`src/hdl/ddeb_defines.vh`:
```
// register offsets, field positions, reset values and timing of the diagnostic bank
`ifndef DDEB_DEFINES_VH
`define DDEB_DEFINES_VH

`define DDEB_ADDR_W 6
`define DDEB_DATA_W 8
`define DDEB_NCH 8

`define DDEB_OFS_DIG_EN 6'h21
`define DDEB_OFS_DIG_ERR 6'h22
`define DDEB_OFS_OPEN_EN 6'h23
`define DDEB_OFS_OPEN_FLG 6'h24
`define DDEB_OFS_RNG_EN 6'h25
`define DDEB_OFS_OVR_FLG 6'h26
`define DDEB_OFS_UND_FLG 6'h27

`define DDEB_RST_DIG_EN 8'h01
`define DDEB_RST_ZERO 8'h00
`define DDEB_RST_SAMPLE 16'h0000

`define DDEB_BIT_IFCHK 7
`define DDEB_BIT_CLKMON 6
`define DDEB_BIT_STUCK 5
`define DDEB_BIT_RDERR 4
`define DDEB_BIT_WRERR 3
`define DDEB_BIT_IFCRC 2
`define DDEB_BIT_MMCRC 1
`define DDEB_BIT_ROMCRC 0
`define DDEB_ERR_MASK 8'h3F

`define DDEB_FIXED_WORD 16'hACE1

`define DDEB_CLK_MHZ 40
`define DDEB_STUCK_US 4
`define DDEB_STUCK_CYC (`DDEB_STUCK_US * `DDEB_CLK_MHZ)
`define DDEB_CNT_W 8
`define DDEB_MON_W 16

`endif

```
`src/hdl/ddeb_sync.v`:
```
// per-bit two-flop synchroniser for pin inputs
`timescale 1ns/1ps
module ddeb_sync #(
    parameter W = 1
) (
    // clock and reset
    input wire clk_i,
    input wire rst_n_i,
    // data
    input wire [W-1:0] async_i,
    output wire [W-1:0] sync_o
);
    genvar g;
    generate
        for (g = 0; g < W; g = g + 1) begin : g_bit
            reg meta_q;
            reg sync_q;
            always @(posedge clk_i) begin
                if (!rst_n_i) begin
                    meta_q <= 1'b0;
                    sync_q <= 1'b0;
                end else begin
                    meta_q <= async_i[g];
                    sync_q <= meta_q;
                end
            end
            assign sync_o[g] = sync_q;
        end
    endgenerate
endmodule // ddeb_sync

```
`src/hdl/ddeb_bank.v`:
```
// diagnostic enable and error register bank
`timescale 1ns/1ps
`include "ddeb_defines.vh"

module ddeb_bank (
    // clock and reset
    input wire clk_i,
    input wire rst_n_i,
    // register access from the serial or parallel interface logic
    input wire reg_wr_i,
    input wire reg_rd_i,
    input wire [`DDEB_ADDR_W-1:0] reg_addr_i,
    input wire [`DDEB_DATA_W-1:0] reg_wdata_i,
    input wire reg_addr_valid_i,
    output reg [`DDEB_DATA_W-1:0] reg_rdata_o,
    // fault events from the device checkers
    input wire if_crc_fail_i,
    input wire regmap_crc_fail_i,
    input wire rom_crc_fail_i,
    input wire [`DDEB_NCH-1:0] open_found_i,
    input wire [`DDEB_NCH-1:0] over_range_i,
    input wire [`DDEB_NCH-1:0] under_range_i,
    // conversion status pin and clocks to monitor
    input wire busy_pin_i,
    input wire conversion_rate_clock_i,
    input wire oversampling_clock_i,
    // open-detect mode strap
    input wire open_manual_mode_i,
    // conversion data path
    input wire [15:0] sample_i,
    output reg [15:0] sample_o,
    // controls toward analog and check logic, and clock monitor edge counts
    output wire [`DDEB_NCH-1:0] open_detect_arm_o,
    output wire [`DDEB_NCH-1:0] front_end_amplifier_cm_high_o,
    output wire [`DDEB_NCH-1:0] range_check_arm_o,
    output wire regmap_crc_check_enable_o,
    output wire rom_crc_check_enable_o,
    output wire if_crc_check_enable_o,
    output reg [`DDEB_MON_W-1:0] rate_clock_count_o,
    output reg [`DDEB_MON_W-1:0] os_clock_count_o
);
    reg [`DDEB_DATA_W-1:0] dig_en_q;
    reg [`DDEB_DATA_W-1:0] dig_err_q;
    reg [`DDEB_DATA_W-1:0] dig_err_d;
    reg [`DDEB_NCH-1:0] open_en_q;
    wire [`DDEB_NCH-1:0] open_flg;
    reg [`DDEB_NCH-1:0] rng_en_q;
    wire [`DDEB_NCH-1:0] ovr_flg;
    wire [`DDEB_NCH-1:0] und_flg;
    reg [`DDEB_CNT_W-1:0] stuck_cnt_q;
    reg stuck_hit;
    reg fs_prev_q;
    reg os_prev_q;
    reg [`DDEB_DATA_W-1:0] rdata_d;
    wire fs_rise;
    wire os_rise;
    wire [2:0] pin_s;
    wire busy_s;
    wire fs_s;
    wire os_s;
    wire wr_bad;
    wire rd_bad;
    wire [`DDEB_DATA_W-1:0] clr_dig;
    wire [`DDEB_NCH-1:0] clr_open;
    wire [`DDEB_NCH-1:0] clr_ovr;
    wire [`DDEB_NCH-1:0] clr_und;
    wire [`DDEB_NCH-1:0] open_arm;

    // busy and both monitor clocks arrive straight from pins
    ddeb_sync #(
        .W(3)
    ) u_sync (
        .clk_i(clk_i),
        .rst_n_i(rst_n_i),
        .async_i({busy_pin_i, conversion_rate_clock_i, oversampling_clock_i}),
        .sync_o(pin_s)
    );
    assign busy_s = pin_s[2];
    assign fs_s = pin_s[1];
    assign os_s = pin_s[0];

    // address validity is decoded by the outer register file
    assign wr_bad = reg_wr_i && !reg_addr_valid_i;
    assign rd_bad = reg_rd_i && !reg_addr_valid_i;

    // write-one masks; a zero bit leaves the flag alone
    assign clr_dig = (reg_wr_i && reg_addr_i == `DDEB_OFS_DIG_ERR) ? reg_wdata_i : `DDEB_RST_ZERO;
    assign clr_open = (reg_wr_i && reg_addr_i == `DDEB_OFS_OPEN_FLG) ? reg_wdata_i : `DDEB_RST_ZERO;
    assign clr_ovr = (reg_wr_i && reg_addr_i == `DDEB_OFS_OVR_FLG) ? reg_wdata_i : `DDEB_RST_ZERO;
    assign clr_und = (reg_wr_i && reg_addr_i == `DDEB_OFS_UND_FLG) ? reg_wdata_i : `DDEB_RST_ZERO;

    // open detection armed only in automatic mode
    assign open_arm = open_manual_mode_i ? `DDEB_RST_ZERO : open_en_q;
    assign open_detect_arm_o = open_arm;
    assign front_end_amplifier_cm_high_o = open_manual_mode_i ? open_en_q : `DDEB_RST_ZERO;
    assign range_check_arm_o = rng_en_q;
    assign regmap_crc_check_enable_o = dig_en_q[`DDEB_BIT_MMCRC];
    assign rom_crc_check_enable_o = dig_en_q[`DDEB_BIT_ROMCRC];
    assign if_crc_check_enable_o = dig_en_q[`DDEB_BIT_IFCRC];

    // control registers
    // only the rom crc check is armed out of reset
    always @(posedge clk_i) begin
        if (!rst_n_i) begin
            dig_en_q <= `DDEB_RST_DIG_EN;
            open_en_q <= `DDEB_RST_ZERO;
            rng_en_q <= `DDEB_RST_ZERO;
        end else if (reg_wr_i) begin
            case (reg_addr_i)
                `DDEB_OFS_DIG_EN: begin
                    dig_en_q <= reg_wdata_i;
                end
                `DDEB_OFS_OPEN_EN: begin
                    open_en_q <= reg_wdata_i;
                end
                `DDEB_OFS_RNG_EN: begin
                    rng_en_q <= reg_wdata_i;
                end
                default: begin
                end
            endcase
        end
    end

    // busy stuck-high timer, saturating one past the limit
    // so a busy held high sets the flag once, never on a wrap
    always @(posedge clk_i) begin
        if (!rst_n_i) begin
            stuck_cnt_q <= {`DDEB_CNT_W{1'b0}};
        end else if (!busy_s || !dig_en_q[`DDEB_BIT_STUCK]) begin
            stuck_cnt_q <= {`DDEB_CNT_W{1'b0}};
        end else if (stuck_cnt_q <= `DDEB_STUCK_CYC) begin
            stuck_cnt_q <= stuck_cnt_q + 1'b1;
        end
    end

    always @* begin
        stuck_hit = (stuck_cnt_q == `DDEB_STUCK_CYC);
    end

    // sticky digital error flags; set wins over clear
    always @* begin
        dig_err_d = dig_err_q & ~clr_dig;
        if (stuck_hit) begin
            dig_err_d[`DDEB_BIT_STUCK] = 1'b1;
        end
        if (rd_bad && dig_en_q[`DDEB_BIT_RDERR]) begin
            dig_err_d[`DDEB_BIT_RDERR] = 1'b1;
        end
        if (wr_bad && dig_en_q[`DDEB_BIT_WRERR]) begin
            dig_err_d[`DDEB_BIT_WRERR] = 1'b1;
        end
        if (if_crc_fail_i && dig_en_q[`DDEB_BIT_IFCRC]) begin
            dig_err_d[`DDEB_BIT_IFCRC] = 1'b1;
        end
        if (regmap_crc_fail_i && dig_en_q[`DDEB_BIT_MMCRC]) begin
            dig_err_d[`DDEB_BIT_MMCRC] = 1'b1;
        end
        if (rom_crc_fail_i && dig_en_q[`DDEB_BIT_ROMCRC]) begin
            dig_err_d[`DDEB_BIT_ROMCRC] = 1'b1;
        end
        dig_err_d = dig_err_d & `DDEB_ERR_MASK;
    end

    always @(posedge clk_i) begin
        if (!rst_n_i) begin
            dig_err_q <= `DDEB_RST_ZERO;
        end else begin
            dig_err_q <= dig_err_d;
        end
    end

    // per-channel sticky flags, gated by their enables
    // a set in the same cycle as a clear wins
    genvar ch;
    generate
        for (ch = 0; ch < `DDEB_NCH; ch = ch + 1) begin : g_ch
            reg open_q;
            reg ovr_q;
            reg und_q;
            always @(posedge clk_i) begin
                if (!rst_n_i) begin
                    open_q <= 1'b0;
                    ovr_q <= 1'b0;
                    und_q <= 1'b0;
                end else begin
                    open_q <= (open_found_i[ch] && open_arm[ch])
                        || (open_q && !clr_open[ch]);
                    ovr_q <= (over_range_i[ch] && rng_en_q[ch])
                        || (ovr_q && !clr_ovr[ch]);
                    und_q <= (under_range_i[ch] && rng_en_q[ch])
                        || (und_q && !clr_und[ch]);
                end
            end
            assign open_flg[ch] = open_q;
            assign ovr_flg[ch] = ovr_q;
            assign und_flg[ch] = und_q;
        end
    endgenerate

    // rising edges of the synchronised monitor clocks
    assign fs_rise = fs_s && !fs_prev_q;
    assign os_rise = os_s && !os_prev_q;

    // clock monitor edge counters; cleared while disabled so each enable starts at zero
    always @(posedge clk_i) begin
        if (!rst_n_i) begin
            fs_prev_q <= 1'b0;
            os_prev_q <= 1'b0;
            rate_clock_count_o <= {`DDEB_MON_W{1'b0}};
            os_clock_count_o <= {`DDEB_MON_W{1'b0}};
        end else begin
            fs_prev_q <= fs_s;
            os_prev_q <= os_s;
            if (!dig_en_q[`DDEB_BIT_CLKMON]) begin
                rate_clock_count_o <= {`DDEB_MON_W{1'b0}};
                os_clock_count_o <= {`DDEB_MON_W{1'b0}};
            end else begin
                if (fs_rise) begin
                    rate_clock_count_o <= rate_clock_count_o + 1'b1;
                end
                if (os_rise) begin
                    os_clock_count_o <= os_clock_count_o + 1'b1;
                end
            end
        end
    end

    // conversion data substitution
    // the fixed word stands in for every channel's result
    always @(posedge clk_i) begin
        if (!rst_n_i) begin
            sample_o <= `DDEB_RST_SAMPLE;
        end else if (dig_en_q[`DDEB_BIT_IFCHK]) begin
            sample_o <= `DDEB_FIXED_WORD;
        end else begin
            sample_o <= sample_i;
        end
    end

    // read data next value; holds between reads
    // a read and a write in one cycle return the value before the write
    always @* begin
        rdata_d = reg_rdata_o;
        if (reg_rd_i) begin
            case (reg_addr_i)
                `DDEB_OFS_DIG_EN: begin
                    rdata_d = dig_en_q;
                end
                `DDEB_OFS_DIG_ERR: begin
                    rdata_d = dig_err_q;
                end
                `DDEB_OFS_OPEN_EN: begin
                    rdata_d = open_en_q;
                end
                `DDEB_OFS_OPEN_FLG: begin
                    rdata_d = open_flg;
                end
                `DDEB_OFS_RNG_EN: begin
                    rdata_d = rng_en_q;
                end
                `DDEB_OFS_OVR_FLG: begin
                    rdata_d = ovr_flg;
                end
                `DDEB_OFS_UND_FLG: begin
                    rdata_d = und_flg;
                end
                default: begin
                    rdata_d = `DDEB_RST_ZERO;
                end
            endcase
        end
    end

    // registered read data
    always @(posedge clk_i) begin
        if (!rst_n_i) begin
            reg_rdata_o <= `DDEB_RST_ZERO;
        end else begin
            reg_rdata_o <= rdata_d;
        end
    end
endmodule // ddeb_bank

```
`config.mk`:
```
export PLATFORM = sky130hd
export DESIGN_NAME = ddeb_bank
export DESIGN_NICKNAME = d
export VERILOG_FILES = /design/src/hdl/ddeb_sync.v /design/src/hdl/ddeb_bank.v
export VERILOG_INCLUDE_DIRS = /design/src /design/src/hdl
export SDC_FILE = /design/constraint.sdc
export NUM_CORES = 1
export LEC_CHECK = 0
export BUFFER_PORTS_ARGS = -buffer_cell sky130_fd_sc_hd__buf_4
export CAP_MARGIN = 10
export CORE_MARGIN = 5
export CORE_UTILIZATION = 39
export DETAILED_ROUTE_END_ITERATION = 10
export GPL_TIMING_DRIVEN = 0
export PLACE_DENSITY = 0.7
export SLEW_MARGIN = 20
export SYNTH_ARGS = -nofsm -noshare
export SYNTH_HDL_FRONTEND = slang
export SYNTH_HIERARCHICAL = 1
export SYNTH_SLANG_ARGS = --single-unit
```
`constraint.sdc`:
```
create_clock -name clk_i -period 1.7 [get_ports clk_i]
set_input_delay 0.425 -clock clk_i [delete_from_list [all_inputs] [get_ports clk_i]]
set_output_delay 0.425 -clock clk_i [all_outputs]
set_load 0.1 [all_outputs]
```
==> flow_summary_export.csv <==
group,metric,value,unit
outcome,status,"complete, no violations",
floorplanning,die_h,128,um
sta,skew,0.00900,ns
clock_tree,ctsLongestPathBuffers,2,
setup_path,startpoint_type,"input port",
sta,relSlewSlack,39.6,%
logic_synthesis,synth_top_area_share,46.5,%
cells_and_area,num-fill-cells,1259,
pwr,p_leak,0.00293,uW
cells_and_area,drive_gt1_share,32.3,%
pwr,switching_share,22.1,%
placement,hpwl,11900,um
global_route,antenna_found_initial,0,
detailed_routing,via_per_inst,5.41,
pwr,p_sw,1580,uW
floorplanning,dieWidth,128,um
detailed_routing,ant_nets,0,
setup_path,cp.arrival,1.97,ns
logic_synthesis,yosysSeqAreaShare,46.5,%
logic_synthesis,synth-seq-cells,126,
cells_and_area,syn2layout_area_growth,40.3,%
pwr,pwr_density_cell,939,nW/um^2
cells_and_area,final_core_util,55.3,%
logic_synthesis,synthesis.nets,686,
floorplanning,rows,43,
sta,hold_viol_final,0,
detailed_routing,vias,5256,
logic_synthesis,synth_mux_area_share,5.58,%
clock_tree,cts.sinks,126,
logic_synthesis,yosysUniqueCellTypes,54,
pwr,clkPwrFrac,50.7,%
logic_synthesis,synth_area_leaders,"dfxtp_1 47%, a21oi_1 6.2%, nand2_1 5.4%, o21ai_0 4.3%, nor2_1 4.3%",
cells_and_area,diodes,0,
clock_tree,cts.htree.levels,4,
sta,final_max_slew_viol_count,0,
logic_synthesis,yosys.area_share.adder,0.923,%
detailed_routing,drc,0,
global_route,grt_remaining_overflow,0,
detailed_routing,wl_per_cell,17.1,um
sta,fmax,597,MHz
logic_synthesis,syn_avg_cell_area,8.81,um^2
floorplanning,io-pin-count,149,
clock_tree,hold_buffers,0,
global_route,first_global_vias,5147,
pwr,p_seq_share,41.6,%
clock_tree,clk_pin_slew_worst_paths,0.05,ns
global_route,grt_max_degree,17,
clock_tree,cts_tree,"done",
sta,finalCritPeriodShare,98.5,%
detailed_routing,drt-total-wl,16600,um
sta,tns,0,ns
pwr,comb_power_share,7.7,%
setup_path,slowest_delay,0.33,ns
floorplanning,core-area,13800,um^2
placement,gp_congestion,0.871,
clock_tree,clk_latency,0.41,ns
logic_synthesis,ys_async_sr_fraction,0,%
worst_hold_path,hold_class,"in2reg",
sta,worstMarginPinSlew,0.898,ns
logic_synthesis,ys_dominant_reg_cell,"dfxtp_1",
setup_path,path_cells,"buf_4 > buf_2 > nor2b_1 > nand2_1 > o21ai_0 > a21oi_1",
sta,min_period,1.67,ns
sta,rsz0062_at_grt,"true",
detailed_routing,drt_iter0_markers,480,
logic_synthesis,synth_edf_count,0,
pwr,ir_drop,0.531,mV
logic_synthesis,synth_cells,616,
logic_synthesis,syn_area,5420,um^2
job,drv_cap,0,
setup_path,critPathRequiredTime,1.99,ns
sta,setup_viol_count_final,0,
cells_and_area,layout.nets,849,
cells_and_area,stdcell_count,972,
global_route,grt_pass1_wl,26000,um
logic_synthesis,synthXorXnorAreaFrac,4.04,%
clock_tree,cts_buffers,17,
logic_synthesis,synth-simple-area-share,24.4,%
floorplanning,die-area,16400,um^2
logic_synthesis,synth_top_family_by_area,"simple AND/OR/NAND/NOR gates",
setup_path,critPathSlowestCell,"nand2_1",
placement,portBuffers,145,
logic_synthesis,synth_compound_area_share,14.9,%
setup_path,critical_path_class,"in2reg",
global_route,gr-usage-all-layers,20.2,%
detailed_routing,firstDrtPassIters,5,
setup_path,cp-end-kind,"flop",
floorplanning,initial_core_util,39.4,%
logic_synthesis,yosysTopAreaCell,"dfxtp_1",
clock_tree,postCtsSetupBuffers,0,
pwr,intPower,5570,uW
placement,place_inst,941,
setup_path,crit_fanout,10,
logic_synthesis,ys.warnings.count,6,
clock_tree,clock-root-buffer,"clkbuf_16",
[power groups by stage]
| stage | clock network [uW] | registers [uW] | logic [uW] |
|---|---|---|---|
| after floorplan | 0 | 3190 | 159 |
| after global placement | 0 | 3030 | 536 |
| after detailed placement | 0 | 3030 | 543 |
| after CTS | 3690 | 2970 | 546 |
| after global routing | 3840 | 2970 | 584 |
| final | 3620 | 2970 | 553 |
[layout by cell type, fill, tap and decap left out, types with 17 or more instances in the layout]
master,count
clkbuf_16,17
o21ai_0,46
mux2i_1,19
a21oi_1,66
dfxtp_1,98
nor2_1,62
nand2_1,76
and2_1,23
dfxtp_4,19
buf_4,134
[logic make-up after synthesis]
logic type,after synthesis
xor+xnor,25
buf+inv,38
mux,24
flops,126
simple gates,257
fa+ha+maj,4
compound gates,142
[sequential cells by signal (all words and copies together), names as in the netlist]
register             count
os_prev_q                1
os_clock_count_o        16
g_ch.ovr_q               8
reg_rdata_o              8
sample_o                16
range_check_arm_o        8
g_ch.open_q              8
rate_clock_count_o      16
u_sync/g_bit.meta_q      3
dig_err_q                6
dig_en_q                 8
open_en_q                8
fs_prev_q                1
u_sync/g_bit.sync_q      3
g_ch.und_q               8
stuck_cnt_q              8
[layer usage]
| metal | vias to the layer above | GRT usage (%) | wire, um |
|---|---|---|---|
| met5 | - | 0 | 0 |
| met2 | 278 | 31.2 | 7640 |
| li1 | 2489 | - | - |
| met3 | 32 | 6.08 | 1610 |
| met1 | 2457 | 26.1 | 6870 |
| met4 | 0 | 8.61 | 449 |
[area by class of cell]
| cell class | count | area (um^2) | area share [%] |
|---|---|---|---|
| plain buffers | 29 | 178 | 2.33 |
| well taps | 180 | 225 | 2.96 |
| inverters | 8 | 30.0 | 0.394 |
| multi-input cells | 452 | 2800 | 36.8 |
| flip-flops and latches | 126 | 2610 | 34.2 |
| repair buffers | 145 | 1190 | 15.6 |
| clock buffers | 22 | 444 | 5.83 |
| clock inverters | 10 | 144 | 1.89 |
[per-stage QoR]
stage	instance area, um^2	hold WS [ns]	power [uW]	setup slack, ns
after floorplan	5550	0.412	3350	-0.0351
after CTS	7510	0.199	7200	0.00176
final	7610	0.210	7150	0.0257
after global placement	6870	0.415	3570	-0.571
after detailed placement	6870	0.425	3580	-0.678
after global routing	7610	0.198	7400	-0.0844
[synthesized netlist by cell type, types with 2 or more instances]
cell      number
and4bb_2       2
a21oi_1       67
nor3_1         8
xor2_1        12
nand3b_1       3
and4_1         2
and3_1         6
a221oi_1       4
nor4_1         5
nor2_4         2
mux2i_1       19
nand2_1       78
nand4_1        9
buf_2          4
a222oi_1       2
dfxtp_1      126
nand3_1       14
or4_1          3
or3_1          2
xnor2_1       13
a41o_1         3
inv_1          8
o31ai_1        3
buf_6          2
nor2_1        62
nand2b_1       2
clkbuf_1      14
buf_1          3
ha_1           4
buf_4          5
nand4b_1       2
nor2b_1       15
a31oi_1        6
o21ai_0       47
a211oi_1       4
and4b_1        3
mux4_2         5
and2_1        31
[what timing repair did]
item | 4_1_cts | 5_1_grt
cloned | 0 | 0
resized for setup | 17 | 31
pin swaps | 0 | 1
setup endpoints to repair | 40 | 69
[path summary, 6_finish.rpt]
kind                                     start                                 to  slack (ns)  depth (start not counted)
max reg2reg   os_clock_count_o[0]$_SDFFE_PN0P_  os_clock_count_o[12]$_SDFFE_PN0P_        0.14                          5
min                               sample_i[12]            sample_o[12]$_SDFF_PP0_        0.21                          2
min reg2reg  u_sync/g_bit[2].meta_q$_SDFF_PN0_  u_sync/g_bit[2].sync_q$_SDFF_PN0_        0.43                          1
max                              reg_addr_i[1]           g_ch[2].ovr_q$_SDFF_PN0_        0.03                          6
[critical path, delay by kind of cell]
kind	cells	cell delay (ns)
buf+inv	2	0.50
simple gates	2	0.63
compound gates	2	0.39
Note: power is estimated with default switching activity, not from simulation.
